==> config.mk <==
export PLATFORM = sky130hd
export DESIGN_NAME = cpu_condition_flag_decode
export DESIGN_NICKNAME = d
export VERILOG_FILES = /design/src/rtl/core_pkg.sv /design/src/rtl/cond_eval.sv /design/src/rtl/cpu_condition_flag_decode.sv
export SDC_FILE = /design/constraint.sdc
export NUM_CORES = 1
export LEC_CHECK = 0
export ABC_AREA = 1
export BUFFER_PORTS_ARGS = -buffer_cell sky130_fd_sc_hd__buf_2
export CORE_ASPECT_RATIO = 1.75
export CORE_MARGIN = 4
export CORE_UTILIZATION = 40
export DETAILED_ROUTE_END_ITERATION = 10
export PLACE_DENSITY = 0.64
export SLEW_MARGIN = 0
export SYNTH_ARGS = -nofsm -noshare
export SYNTH_HDL_FRONTEND = slang
export SYNTH_SLANG_ARGS = --single-unit
==> constraint.sdc <==
create_clock -name clk_i -period 5.5 [get_ports clk_i]
set_input_delay 0.275 -clock clk_i [delete_from_list [all_inputs] [get_ports clk_i]]
set_output_delay 0.275 -clock clk_i [all_outputs]
set_load 0.005 [all_outputs]
==> src/rtl/core_pkg.sv <==
// shared constants for the condition and flag decode block
package core_pkg;
   // control register file addresses
   localparam logic [7:0] ADDR_IRQ_MASK = 8'hFB;
   localparam logic [7:0] ADDR_STATUS = 8'hFC;
   localparam logic [7:0] ADDR_GROUP_BASE = 8'hFD;
   localparam logic [7:0] ADDR_SP_HIGH = 8'hFE;
   localparam logic [7:0] ADDR_SP_LOW = 8'hFF;
   // reset values
   localparam logic [15:0] RESET_VECTOR = 16'h000C;
   localparam logic [7:0] RST_IRQ_MASK = 8'h00;
   localparam logic [7:0] RST_STATUS = 8'h00;
   localparam logic [7:0] RST_GROUP_BASE = 8'h00;
   localparam logic [15:0] RST_SP = 16'h0000;
   // status bit positions
   localparam int FLG_C = 7;
   localparam int FLG_Z = 6;
   localparam int FLG_S = 5;
   localparam int FLG_V = 4;
   localparam int FLG_D = 3;
   localparam int FLG_H = 2;
   localparam int IRQ_GLOBAL_BIT = 7;
   // condition codes
   localparam logic [3:0] CC_NEVER = 4'h0;
   localparam logic [3:0] CC_SIGNED_BELOW = 4'h1;
   localparam logic [3:0] CC_SIGNED_AT_MOST = 4'h2;
   localparam logic [3:0] CC_UNSIGNED_AT_MOST = 4'h3;
   localparam logic [3:0] CC_OVERFLOW_SET = 4'h4;
   localparam logic [3:0] CC_NEGATIVE = 4'h5;
   localparam logic [3:0] CC_ZERO = 4'h6;
   localparam logic [3:0] CC_CARRY = 4'h7;
   localparam logic [3:0] CC_ALWAYS = 4'h8;
   localparam logic [3:0] CC_SIGNED_AT_LEAST = 4'h9;
   localparam logic [3:0] CC_SIGNED_ABOVE = 4'hA;
   localparam logic [3:0] CC_UNSIGNED_ABOVE = 4'hB;
   localparam logic [3:0] CC_OVERFLOW_CLEAR = 4'hC;
   localparam logic [3:0] CC_POSITIVE = 4'hD;
   localparam logic [3:0] CC_NONZERO = 4'hE;
   localparam logic [3:0] CC_NO_CARRY = 4'hF;
   // opcodes and opcode nibbles
   localparam logic [7:0] OPC_JP_INDIRECT = 8'h30;
   localparam logic [7:0] OPC_LOAD_GROUP_BASE = 8'h31;
   localparam logic [7:0] OPC_IRQ_ON = 8'h9F;
   localparam logic [7:0] OPC_IRQ_OFF = 8'h8F;
   localparam logic [7:0] OPC_PUSH = 8'h70;
   localparam logic [7:0] OPC_POP = 8'h50;
   localparam logic [7:0] OPC_CALL = 8'hD6;
   localparam logic [3:0] NIB_REL_BRANCH = 4'hB;
   localparam logic [3:0] NIB_ABS_BRANCH = 4'hD;
   localparam logic [3:0] ALU_ADD = 4'h0;
   localparam logic [3:0] ALU_ADC = 4'h1;
   localparam logic [3:0] ALU_SUB = 4'h2;
   localparam logic [3:0] ALU_SBC = 4'h3;
   localparam logic [3:0] ALU_TEST_COMP = 4'h6;
   localparam logic [3:0] ALU_TEST = 4'h7;
   // operand-mode pairs in the low nibble
   localparam logic [3:0] MODE_R_R = 4'h2;
   localparam logic [3:0] MODE_R_IR = 4'h3;
   localparam logic [3:0] MODE_RG_RG = 4'h4;
   localparam logic [3:0] MODE_RG_IRG = 4'h5;
   localparam logic [3:0] MODE_RG_IM = 4'h6;
   localparam logic [3:0] MODE_IRG_IM = 4'h7;
   localparam logic [3:0] WORK_GROUP_PREFIX = 4'hE;
endpackage

==> src/rtl/cond_eval.sv <==
// branch condition evaluation from the status bits
`timescale 1ns/1ps
module cond_eval
   import core_pkg::*;
(
   input wire logic [3:0] cc_i,    // condition field
   input wire logic [7:0] flags_i, // status bits
   output logic taken_o            // condition holds
);
   logic c, z, s, v, sxv;
   assign c = flags_i[FLG_C];
   assign z = flags_i[FLG_Z];
   assign s = flags_i[FLG_S];
   assign v = flags_i[FLG_V];
   assign sxv = s ^ v;
   always_comb begin
      case (cc_i)
         CC_ALWAYS: taken_o = 1'b1;
         CC_NEVER: taken_o = 1'b0;
         CC_CARRY: taken_o = c;
         CC_NO_CARRY: taken_o = !c;
         CC_ZERO: taken_o = z;
         CC_NONZERO: taken_o = !z;
         CC_NEGATIVE: taken_o = s;
         CC_POSITIVE: taken_o = !s;
         CC_OVERFLOW_SET: taken_o = v;
         CC_OVERFLOW_CLEAR: taken_o = !v;
         CC_SIGNED_AT_LEAST: taken_o = !sxv;
         CC_SIGNED_BELOW: taken_o = sxv;
         CC_SIGNED_ABOVE: taken_o = !(z | sxv);
         CC_SIGNED_AT_MOST: taken_o = z | sxv;
         CC_UNSIGNED_ABOVE: taken_o = !c && !z;
         CC_UNSIGNED_AT_MOST: taken_o = c | z;
         default: taken_o = 1'b0;
      endcase
   end
endmodule

==> src/rtl/cpu_condition_flag_decode.sv <==
// instruction decode, flag update, branches and control registers of the core
// Summary of operation
// - decode condition field: always, never, C, Z, S, V
// - signed tests from sign xor overflow, zero
// - unsigned tests from carry and zero
// - six status bits at 252, software readable/writable
// - stack at 254-255, push predec, pop postinc, call minus two
// - opcode 31 loads group base, flags kept
// - 9F sets mask bit 7, 8F clears it
// - add/adc update flags, clear D; subtract sets D
// - test opcodes set Z,S, clear V, no store
// - upper nibble operation, lower nibble mode pair
// - relative branch adds signed displacement when taken
// - absolute branch loads 16-bit target; 30 indirect
`timescale 1ns/1ps
module cpu_condition_flag_decode
   import core_pkg::*;
(
   input wire logic clk_i,                 // 40 MHz core clock
   input wire logic rst_n_i,               // async reset, active low
   output logic [15:0] pm_addr_o,          // program memory address
   input wire logic [7:0] pm_data_i,       // byte at pm_addr_o, same cycle
   output logic exec_o,                    // execute cycle strobe
   output logic [7:0] op_dst_o,            // destination register address
   output logic [7:0] op_src_o,            // source register address
   output logic [3:0] op_mode_o,           // operand-mode pair nibble
   input wire logic [7:0] dst_val_i,       // destination operand value
   input wire logic [7:0] src_val_i,       // source operand value
   input wire logic [15:0] pair_val_i,     // register pair at op_dst_o
   output logic [7:0] result_o,            // result data
   output logic [7:0] result_addr_o,       // result destination address
   output logic result_we_o,               // result write pulse
   output logic [7:0] stack_raddr_o,       // stack read address
   input wire logic [7:0] stack_rdata_i,   // stack byte at stack_raddr_o
   output logic [7:0] stack_waddr_o,       // stack write address
   output logic [15:0] stack_wdata_o,      // stack write data
   output logic stack_wide_o,              // write is a 16-bit pair
   output logic stack_we_o,                // stack write pulse
   input wire logic [7:0] creg_addr_i,     // control register address
   input wire logic [7:0] creg_wdata_i,    // control register write data
   input wire logic creg_we_i,             // control register write strobe
   output logic [7:0] creg_rdata_o,        // control register read data
   output logic [7:0] irq_mask_o           // interrupt mask contents
);
   typedef enum logic [3:0] {
      ST_FETCH = 4'b0001,
      ST_BYTE2 = 4'b0010,
      ST_BYTE3 = 4'b0100,
      ST_EXEC = 4'b1000
   } state_t;

   state_t state_reg;
   logic [15:0] pc_reg, sp_reg;
   logic [7:0] opc_reg, b2_reg, b3_reg;
   logic [7:0] flags_reg, rp_reg, imr_reg;
   logic [1:0] len;
   logic [3:0] hi, lo;
   logic is_alu, is_rel, is_abs, is_exec, cc_taken;
   logic [15:0] rel_target;
   logic [7:0] src_eff, alu_res;
   logic [8:0] wide;
   logic [4:0] half;
   logic add_op, cin;
   logic [7:0] flags_next;

   assign hi = opc_reg[7:4];
   assign lo = opc_reg[3:0];
   assign is_exec = (state_reg == ST_EXEC);
   assign is_alu = (hi == ALU_ADD || hi == ALU_ADC || hi == ALU_SUB || hi == ALU_SBC ||
                    hi == ALU_TEST_COMP || hi == ALU_TEST) && lo >= MODE_R_R && lo <= MODE_IRG_IM;
   assign is_rel = (lo == NIB_REL_BRANCH);
   assign is_abs = (lo == NIB_ABS_BRANCH);
   assign rel_target = pc_reg + {{8{b2_reg[7]}}, b2_reg};

   // instruction length from the opcode byte on the bus
   function automatic logic [1:0] op_len(input logic [7:0] op);
      logic [1:0] n;
      n = 2'd1;
      if (op[3:0] == NIB_REL_BRANCH || op == OPC_JP_INDIRECT || op == OPC_LOAD_GROUP_BASE ||
          op == OPC_PUSH || op == OPC_POP) begin
         n = 2'd2;
      end else if (op[3:0] == NIB_ABS_BRANCH || op == OPC_CALL) begin
         n = 2'd3;
      end else if ((op[7:4] <= ALU_SBC || op[7:4] == ALU_TEST_COMP || op[7:4] == ALU_TEST) &&
                   op[3:0] >= MODE_R_R && op[3:0] <= MODE_IRG_IM) begin
         n = (op[3:0] <= MODE_R_IR) ? 2'd2 : 2'd3;
      end
      return n;
   endfunction

   cond_eval u_cond (
      .cc_i(hi),
      .flags_i(flags_reg),
      .taken_o(cc_taken)
   );

   // operand addresses per mode pair
   always_comb begin
      op_dst_o = b2_reg;
      op_src_o = b3_reg;
      case (lo)
         MODE_R_R, MODE_R_IR: begin
            op_dst_o = {WORK_GROUP_PREFIX, b2_reg[7:4]};
            op_src_o = {WORK_GROUP_PREFIX, b2_reg[3:0]};
         end
         MODE_RG_RG, MODE_RG_IRG: begin
            op_dst_o = b3_reg;
            op_src_o = b2_reg;
         end
         default: begin
            op_dst_o = b2_reg;
            op_src_o = b3_reg;
         end
      endcase
      if (opc_reg == OPC_PUSH) op_src_o = b2_reg;
   end
   assign op_mode_o = lo;
   assign exec_o = is_exec;
   assign pm_addr_o = pc_reg;
   assign stack_raddr_o = sp_reg[7:0];
   assign irq_mask_o = imr_reg;

   // arithmetic and test datapath
   always_comb begin
      src_eff = (lo == MODE_RG_IM || lo == MODE_IRG_IM) ? b3_reg : src_val_i;
      add_op = (hi == ALU_ADD || hi == ALU_ADC);
      cin = (hi == ALU_ADC || hi == ALU_SBC) ? flags_reg[FLG_C] : 1'b0;
      if (add_op) begin
         wide = {1'b0, dst_val_i} + {1'b0, src_eff} + {8'h00, cin};
         half = {1'b0, dst_val_i[3:0]} + {1'b0, src_eff[3:0]} + {4'h0, cin};
      end else begin
         wide = {1'b0, dst_val_i} - {1'b0, src_eff} - {8'h00, cin};
         half = {1'b0, dst_val_i[3:0]} - {1'b0, src_eff[3:0]} - {4'h0, cin};
      end
      alu_res = wide[7:0];
      flags_next = flags_reg;
      if (hi == ALU_TEST_COMP || hi == ALU_TEST) begin
         alu_res = (hi == ALU_TEST_COMP) ? (~dst_val_i & src_eff) : (dst_val_i & src_eff);
         flags_next[FLG_Z] = (alu_res == 8'h00);
         flags_next[FLG_S] = alu_res[7];
         flags_next[FLG_V] = 1'b0;
      end else begin
         flags_next[FLG_C] = wide[8];
         flags_next[FLG_Z] = (alu_res == 8'h00);
         flags_next[FLG_S] = alu_res[7];
         flags_next[FLG_H] = half[4];
         flags_next[FLG_D] = !add_op;
         if (add_op) begin
            flags_next[FLG_V] = (dst_val_i[7] == src_eff[7]) && (alu_res[7] != dst_val_i[7]);
         end else begin
            flags_next[FLG_V] = (dst_val_i[7] != src_eff[7]) && (alu_res[7] != dst_val_i[7]);
         end
      end
   end

   // fetch sequencer
   always_ff @(posedge clk_i or negedge rst_n_i) begin
      if (!rst_n_i) begin
         state_reg <= ST_FETCH;
         opc_reg <= 8'h00;
         b2_reg <= 8'h00;
         b3_reg <= 8'h00;
         len <= 2'd1;
      end else begin
         case (state_reg)
            ST_FETCH: begin
               opc_reg <= pm_data_i;
               len <= op_len(pm_data_i);
               state_reg <= (op_len(pm_data_i) == 2'd1) ? ST_EXEC : ST_BYTE2;
            end
            ST_BYTE2: begin
               b2_reg <= pm_data_i;
               state_reg <= (len == 2'd3) ? ST_BYTE3 : ST_EXEC;
            end
            ST_BYTE3: begin
               b3_reg <= pm_data_i;
               state_reg <= ST_EXEC;
            end
            ST_EXEC: state_reg <= ST_FETCH;
            default: state_reg <= ST_FETCH;
         endcase
      end
   end

   // program counter
   always_ff @(posedge clk_i or negedge rst_n_i) begin
      if (!rst_n_i) begin
         pc_reg <= RESET_VECTOR;
      end else if (!is_exec) begin
         pc_reg <= pc_reg + 16'h0001;
      end else if (is_rel && cc_taken) begin
         pc_reg <= rel_target;
      end else if (is_abs && cc_taken) begin
         pc_reg <= {b2_reg, b3_reg};
      end else if (opc_reg == OPC_JP_INDIRECT) begin
         pc_reg <= pair_val_i;
      end else if (opc_reg == OPC_CALL) begin
         pc_reg <= {b2_reg, b3_reg};
      end
   end

   // control registers: instruction updates win over a software write in the same cycle
   always_ff @(posedge clk_i or negedge rst_n_i) begin
      if (!rst_n_i) begin
         flags_reg <= RST_STATUS;
         rp_reg <= RST_GROUP_BASE;
         imr_reg <= RST_IRQ_MASK;
         sp_reg <= RST_SP;
      end else if (is_exec && (is_alu || opc_reg == OPC_LOAD_GROUP_BASE || opc_reg == OPC_IRQ_ON ||
                               opc_reg == OPC_IRQ_OFF || opc_reg == OPC_PUSH || opc_reg == OPC_POP ||
                               opc_reg == OPC_CALL)) begin
         if (is_alu) flags_reg <= flags_next;
         if (opc_reg == OPC_LOAD_GROUP_BASE) rp_reg <= b2_reg;
         if (opc_reg == OPC_IRQ_ON) imr_reg[IRQ_GLOBAL_BIT] <= 1'b1;
         if (opc_reg == OPC_IRQ_OFF) imr_reg[IRQ_GLOBAL_BIT] <= 1'b0;
         if (opc_reg == OPC_PUSH) sp_reg <= sp_reg - 16'h0001;
         if (opc_reg == OPC_POP) sp_reg <= sp_reg + 16'h0001;
         if (opc_reg == OPC_CALL) sp_reg <= sp_reg - 16'h0002;
      end else if (creg_we_i) begin
         case (creg_addr_i)
            ADDR_STATUS: flags_reg <= creg_wdata_i;
            ADDR_GROUP_BASE: rp_reg <= creg_wdata_i;
            ADDR_IRQ_MASK: imr_reg <= creg_wdata_i;
            ADDR_SP_HIGH: sp_reg[15:8] <= creg_wdata_i;
            ADDR_SP_LOW: sp_reg[7:0] <= creg_wdata_i;
            default: ;
         endcase
      end
   end

   // registered read port
   always_ff @(posedge clk_i or negedge rst_n_i) begin
      if (!rst_n_i) begin
         creg_rdata_o <= 8'h00;
      end else begin
         case (creg_addr_i)
            ADDR_STATUS: creg_rdata_o <= flags_reg;
            ADDR_GROUP_BASE: creg_rdata_o <= rp_reg;
            ADDR_IRQ_MASK: creg_rdata_o <= imr_reg;
            ADDR_SP_HIGH: creg_rdata_o <= sp_reg[15:8];
            ADDR_SP_LOW: creg_rdata_o <= sp_reg[7:0];
            default: creg_rdata_o <= 8'h00;
         endcase
      end
   end

   // result and stack write ports
   always_ff @(posedge clk_i or negedge rst_n_i) begin
      if (!rst_n_i) begin
         result_o <= 8'h00;
         result_addr_o <= 8'h00;
         result_we_o <= 1'b0;
         stack_waddr_o <= 8'h00;
         stack_wdata_o <= 16'h0000;
         stack_wide_o <= 1'b0;
         stack_we_o <= 1'b0;
      end else begin
         result_we_o <= is_exec && ((is_alu && hi != ALU_TEST_COMP && hi != ALU_TEST) ||
                                    opc_reg == OPC_POP);
         stack_we_o <= is_exec && (opc_reg == OPC_PUSH || opc_reg == OPC_CALL);
         // data and addresses hold until the next execute cycle
         if (is_exec) begin
            result_o <= (opc_reg == OPC_POP) ? stack_rdata_i : alu_res;
            result_addr_o <= (opc_reg == OPC_POP) ? b2_reg : op_dst_o;
            stack_wide_o <= (opc_reg == OPC_CALL);
            stack_waddr_o <= (opc_reg == OPC_CALL) ? (sp_reg[7:0] - 8'h02) : (sp_reg[7:0] - 8'h01);
            stack_wdata_o <= (opc_reg == OPC_CALL) ? pc_reg : {8'h00, src_val_i};
         end
      end
   end

   a_cc_signed: assert property (@(posedge clk_i) disable iff (!rst_n_i)
      (hi == CC_SIGNED_ABOVE) |-> cc_taken == !(flags_reg[FLG_Z] | (flags_reg[FLG_S] ^ flags_reg[FLG_V])))
      else $error("signed above condition wrong");
   a_cc_unsigned: assert property (@(posedge clk_i) disable iff (!rst_n_i)
      (hi == CC_UNSIGNED_AT_MOST) |-> cc_taken == (flags_reg[FLG_C] | flags_reg[FLG_Z]))
      else $error("unsigned at most condition wrong");
   a_cc_fixed: assert property (@(posedge clk_i) disable iff (!rst_n_i)
      ((hi == CC_ALWAYS) |-> cc_taken) and ((hi == CC_NEVER) |-> !cc_taken))
      else $error("fixed condition wrong");
   a_rel_branch: assert property (@(posedge clk_i) disable iff (!rst_n_i)
      (is_exec && is_rel) |=> pm_addr_o == ($past(cc_taken) ? $past(rel_target) : $past(pc_reg)))
      else $error("relative branch target wrong");
   a_abs_branch: assert property (@(posedge clk_i) disable iff (!rst_n_i)
      (is_exec && is_abs && cc_taken) |=> pm_addr_o == {$past(b2_reg), $past(b3_reg)})
      else $error("absolute branch target wrong");
   a_group_base: assert property (@(posedge clk_i) disable iff (!rst_n_i)
      (is_exec && opc_reg == OPC_LOAD_GROUP_BASE) |=> rp_reg == $past(b2_reg) && $stable(flags_reg))
      else $error("group base load wrong");
   a_irq_enable: assert property (@(posedge clk_i) disable iff (!rst_n_i)
      (is_exec && opc_reg == OPC_IRQ_ON) |=> irq_mask_o[IRQ_GLOBAL_BIT] && $stable(flags_reg))
      else $error("global enable not set");
   a_irq_disable: assert property (@(posedge clk_i) disable iff (!rst_n_i)
      (is_exec && opc_reg == OPC_IRQ_OFF) |=> !irq_mask_o[IRQ_GLOBAL_BIT] && $stable(flags_reg))
      else $error("global enable not cleared");
   a_add_dflag: assert property (@(posedge clk_i) disable iff (!rst_n_i)
      (is_exec && is_alu && hi <= ALU_SBC) |=> flags_reg[FLG_D] == ($past(hi) >= ALU_SUB) && result_we_o)
      else $error("decimal-adjust bit wrong after arithmetic");
   a_test_nostore: assert property (@(posedge clk_i) disable iff (!rst_n_i)
      (is_exec && is_alu && hi >= ALU_TEST_COMP) |=> !result_we_o && !flags_reg[FLG_V])
      else $error("test instruction stored or kept overflow");
   a_stack_call: assert property (@(posedge clk_i) disable iff (!rst_n_i)
      (is_exec && opc_reg == OPC_CALL) |=> sp_reg == $past(sp_reg) - 16'h0002 && stack_we_o && stack_wide_o)
      else $error("call stack adjust wrong");
   a_status_write: assert property (@(posedge clk_i) disable iff (!rst_n_i)
      (creg_we_i && creg_addr_i == ADDR_STATUS && !is_exec) |=> flags_reg == $past(creg_wdata_i))
      else $error("status write lost");
   c_rel_taken: cover property (@(posedge clk_i) disable iff (!rst_n_i) is_exec && is_rel && cc_taken);
   c_abs_branch: cover property (@(posedge clk_i) disable iff (!rst_n_i) is_exec && is_abs && cc_taken);
   c_alu_write: cover property (@(posedge clk_i) disable iff (!rst_n_i) result_we_o);
   c_call: cover property (@(posedge clk_i) disable iff (!rst_n_i) stack_we_o && stack_wide_o);
endmodule

==> reports/results.txt <==
Setup violations remaining at the end of the flow were counted as 0. Summed over all layers, the routed wires come to 42500 µm. Using the TritonRoute via totals, the vias-per-cell ratio works out to 5.46. The area growth from synthesis to layout was 15.7%; the number of core rows was 80. TritonCTS built the clock tree.

In this run the critical register-to-register path is launched from opc_reg[2]. After detailed routing, the average wire length per cell comes to 19.4 µm. The final critical path time including I/O delays and setup is 3790 ps. The synthesized design contains 0 enable-type register cells. Across the routed clock network, the largest skew measured is 14.3 ps. The number of hold violations in the final report is 27, and the maximum fanout count along the critical path is 16.

Area of the core region: 27200 µm². Global routing consumed, over all layers together, 27.6% of the routing resources. Timing analysis after detailed placement gives a worst setup slack of 1750 ps. The fraction of power spent switching nets is 51.7%, and the total via count after detailed routing is 11956. After global routing the overflow that remains totals 0.

Counting distinct cell types in the post-synthesis netlist gives 51. The layout has 2942 filler cells. The share of the Yosys chip area taken by registers is 31.2%. Counting cells, the worst reg-to-reg path comes to 24. Capturing point of the worst reg2reg path: flags_reg[6]. The sequential fraction of design power came out at 25.7%.

The checks that failed: hold timing. The path class of the tightest hold or removal check is in2async. The final layout net count is 1935, and the number of input and output port buffers inserted is 170. The maximum buffer depth of the clock tree is 2, and the post-route worst setup slack is 1710 ps. At the pin with the least slew margin, the transition time is 992 ps. Setup repair after global routing left no endpoint under its margin. For this run, design rule violations remaining after detail routing come to 0. The die covers 30300 µm². Timing would allow up to 264 MHz. The later pin in the worst-skew pair is clocked with a latency of 440 ps. The first global-routing pass estimated 64500 µm of wire. Entering global routing, the biggest net connects 102 pins. The share of total power dissipated in the clock network is 16.3%. STA puts the critical path data arrival time at 4150 ps. Power spread over the standard cell area amounts to 588 nW/µm². The net count after synthesis was 1793; the total negative slack for setup checks was 0 ps. The die width is 133 µm, and the I/O pin count is 171. The leading register cell type out of synthesis was sky130_fd_sc_hd__dfrtp_1. Hold repair after CTS inserted 0 buffers.

The endpoint kind of the worst setup timing path was a register. After clock tree synthesis, the clock-pin slew on the worst setup and hold paths is 70 ps. The number of max-cap violations is 0.

For the number of antenna violations at the first check in global routing, the log shows 2. The kind of start point of the critical path was a register. The period utilization was 68.8%; the total internal power was 3.62 mW. The tree is rooted in a sky130_fd_sc_hd__clkbuf_16.

The first-iteration detailed-routing DRC count was 825. Once the floorplan was initialized, standard cells occupied 40.4% of the core. The count of state elements after synthesis was 137.

The maximum resistive drop on vdd was 0.266 mV. The logs give 7.49 mW for the total power consumption of the routed design and 0 for the number of setup buffers added after CTS. Counting the buffers created by CTS gives 17. In the synthesized netlist the async set-or-reset flop fraction comes to 100%.

For this design the static power due to leakage is 6.66 nW. The count of final max-slew check failures came out at 0. The critical path is of the reg2reg type.

The height of the die is 227 µm. The H-tree generated during clock tree synthesis spans 4 levels. For the combined area of all synthesized cells, the log shows 11000 µm². After clock tree synthesis, the repair step resized 0 gates.

The first-pass iteration count of the detailed router is 5. For the worst hold-check slack, the log shows -22.8 ps. Summed over all nets, the half-perimeter wirelength after detailed placement is 33600 µm. Of the cells placed in the final design, the portion with a size suffix greater than 1 is 14.2%. Remaining antenna violation count after routing: 0. The post-synthesis cell count is 1665, and the switching power summed over all nets is 3.87 mW. The setup check on the worst reg-to-reg path leaves a slack of 1710 ps. The run finished, with violations left. The share of total power dissipated in combinational logic is 58.0%. The tools report the total number of yosys warnings as 0. Worst endpoint required time: 5860 ps. The sink count of the clock tree is 137, and the synthesized area per cell is 6.61 µm². Measured against its own limit, the worst slew margin works out to 33.8%.

Routability-driven placement finished with a final weighted congestion of 1.01. The placement-stage cell area is 12100 µm², and the final standard cell area without fillers is 12700 µm². For the number of global-route vias before repair, the log shows 11539.
[placed cells by master, fill, tap and decap left out, drive strengths merged]
cell / instances
clkbuf: 18
nor3b: 1
nand3: 140
o22ai: 7
a2111oi: 1
o21ai: 147
a21boi: 6
fa: 6
xnor2: 6
a31oi: 15
a22oi: 1
nor2: 151
o211ai: 27
clkinv: 6
bufinv: 3
nor4: 6
diode: 2
ha: 55
o221ai: 9
buf: 180
nand4: 17
a21oi: 73
dfstp: 4
o31ai: 1
nand3b: 10
nand2: 504
a21o: 6
dfrtp: 133
a221oi: 6
xor2: 28
clkinvlp: 1
inv: 219
or2: 2
and3: 1
nor3: 24
o31a: 1
o21bai: 5
[Yosys cell counts, drive strengths merged (2+ instances only)]
cell type / count / share of area, %
nand2: 504 / 17
inv: 213 / 7.3
nor2: 151 / 5.4
o21ai: 147 / 6.8
nand3: 140 / 6.5
dfrtp: 133 / 30
a21oi: 73 / 3.4
ha: 55 / 6.3
clkbuf: 31 / 1.1
xor2: 28 / 2.2
o211ai: 27 / 1.8
buf: 26 / 1.6
nor3: 24 / 1.1
nand4: 17 / 0.97
a31oi: 15 / 0.91
nand3b: 10 / 0.68
o221ai: 9 / 0.72
o22ai: 7 / 0.40
a21boi: 6 / 0.41
a21o: 6 / 0.41
a221oi: 6 / 0.48
fa: 6 / 1.1
nor4: 6 / 0.40
xnor2: 6 / 0.48
o21bai: 5 / 0.34
dfstp: 4 / 0.96
clkinv: 2 / 0.068
or2: 2 / 0.11
[power by group through the flow]
stage	clock (mW)	combinational, mW	sequential [mW]
final	1.22	4.34	1.92
after global routing	1.28	4.86	1.96
after CTS	1.23	4.32	1.91
after detailed placement	0	4.28	1.93
after global placement	0	4.25	1.92
after floorplan	0	2.99	1.71
[critical path: stages (launching register included)]
cell	delay (ps)
sky130_fd_sc_hd__dfrtp_1	450
sky130_fd_sc_hd__inv_2	50
sky130_fd_sc_hd__nor2_1	120
sky130_fd_sc_hd__nand2_1	270
sky130_fd_sc_hd__nand2_1	130
sky130_fd_sc_hd__inv_1	40
sky130_fd_sc_hd__a21oi_1	320
sky130_fd_sc_hd__fa_1	510
sky130_fd_sc_hd__inv_1	100
sky130_fd_sc_hd__ha_1	160
sky130_fd_sc_hd__nor2_1	80
sky130_fd_sc_hd__fa_1	400
sky130_fd_sc_hd__nand2_1	90
sky130_fd_sc_hd__nand2_1	70
sky130_fd_sc_hd__nand2_1	130
sky130_fd_sc_hd__nand2_1	90
sky130_fd_sc_hd__nand2_1	60
sky130_fd_sc_hd__nand2_1	40
sky130_fd_sc_hd__nand3_1	60
sky130_fd_sc_hd__nand2_1	100
sky130_fd_sc_hd__nor2_1	110
sky130_fd_sc_hd__nand3_1	70
sky130_fd_sc_hd__nand2_1	60
sky130_fd_sc_hd__nand2_1	50
sky130_fd_sc_hd__a21oi_1	140
[kinds of logic after synthesis]
kind of cell / Yosys count / synth area share, %
AND/OR/NAND/NOR: 856 / 32.7
AO/OA/AOI/OAI: 305 / 16.0
buffers and inverters: 272 / 10.0
flip-flops: 137 / 31.2
adder cells (fa/ha/maj): 61 / 7.35
XOR/XNOR: 34 / 2.71
[metal layers]
layer,share of wire (%),track usage (%),routed length (µm),vias up
li1,-,-,-,5738
met4,7.4,18.7,3150,0
met5,0,0,0,-
met2,50,49.5,21300,518
met1,37,29.9,15600,5548
met3,5.7,4.00,2400,152
[layout make-up]
class,instances,area (µm²),share of cell area (%)
clock buffers,18,429,3.37
repair buffers,180,932,7.32
diodes,2,5.00,0.0393
well taps,369,462,3.63
multi-input cells,1256,6480,50.9
flip-flops and latches,137,3430,27.0
clock inverters,14,185,1.45
inverters,215,807,6.34
[through the flow]
step	cells	hold slack, ps	util, %
floorplan	1665	-20.6	-
global placement	2157	464	44.5
detailed placement	2157	466	44.5
CTS	2189	37.6	46.7
global route	2189	40.2	46.7
finish	2191	-22.8	46.8
[worst max-delay path by stage]
stage,from,endpoint
final,opc_reg[2],flags_reg[6]
after global routing,opc_reg[2],flags_reg[6]
after CTS,opc_reg[2],flags_reg[6]
after detailed placement,opc_reg[2],flags_reg[6]
after global placement,opc_reg[2],flags_reg[6]
after floorplan,opc_reg[2],flags_reg[6]
(Power assumes the default switching activity.)
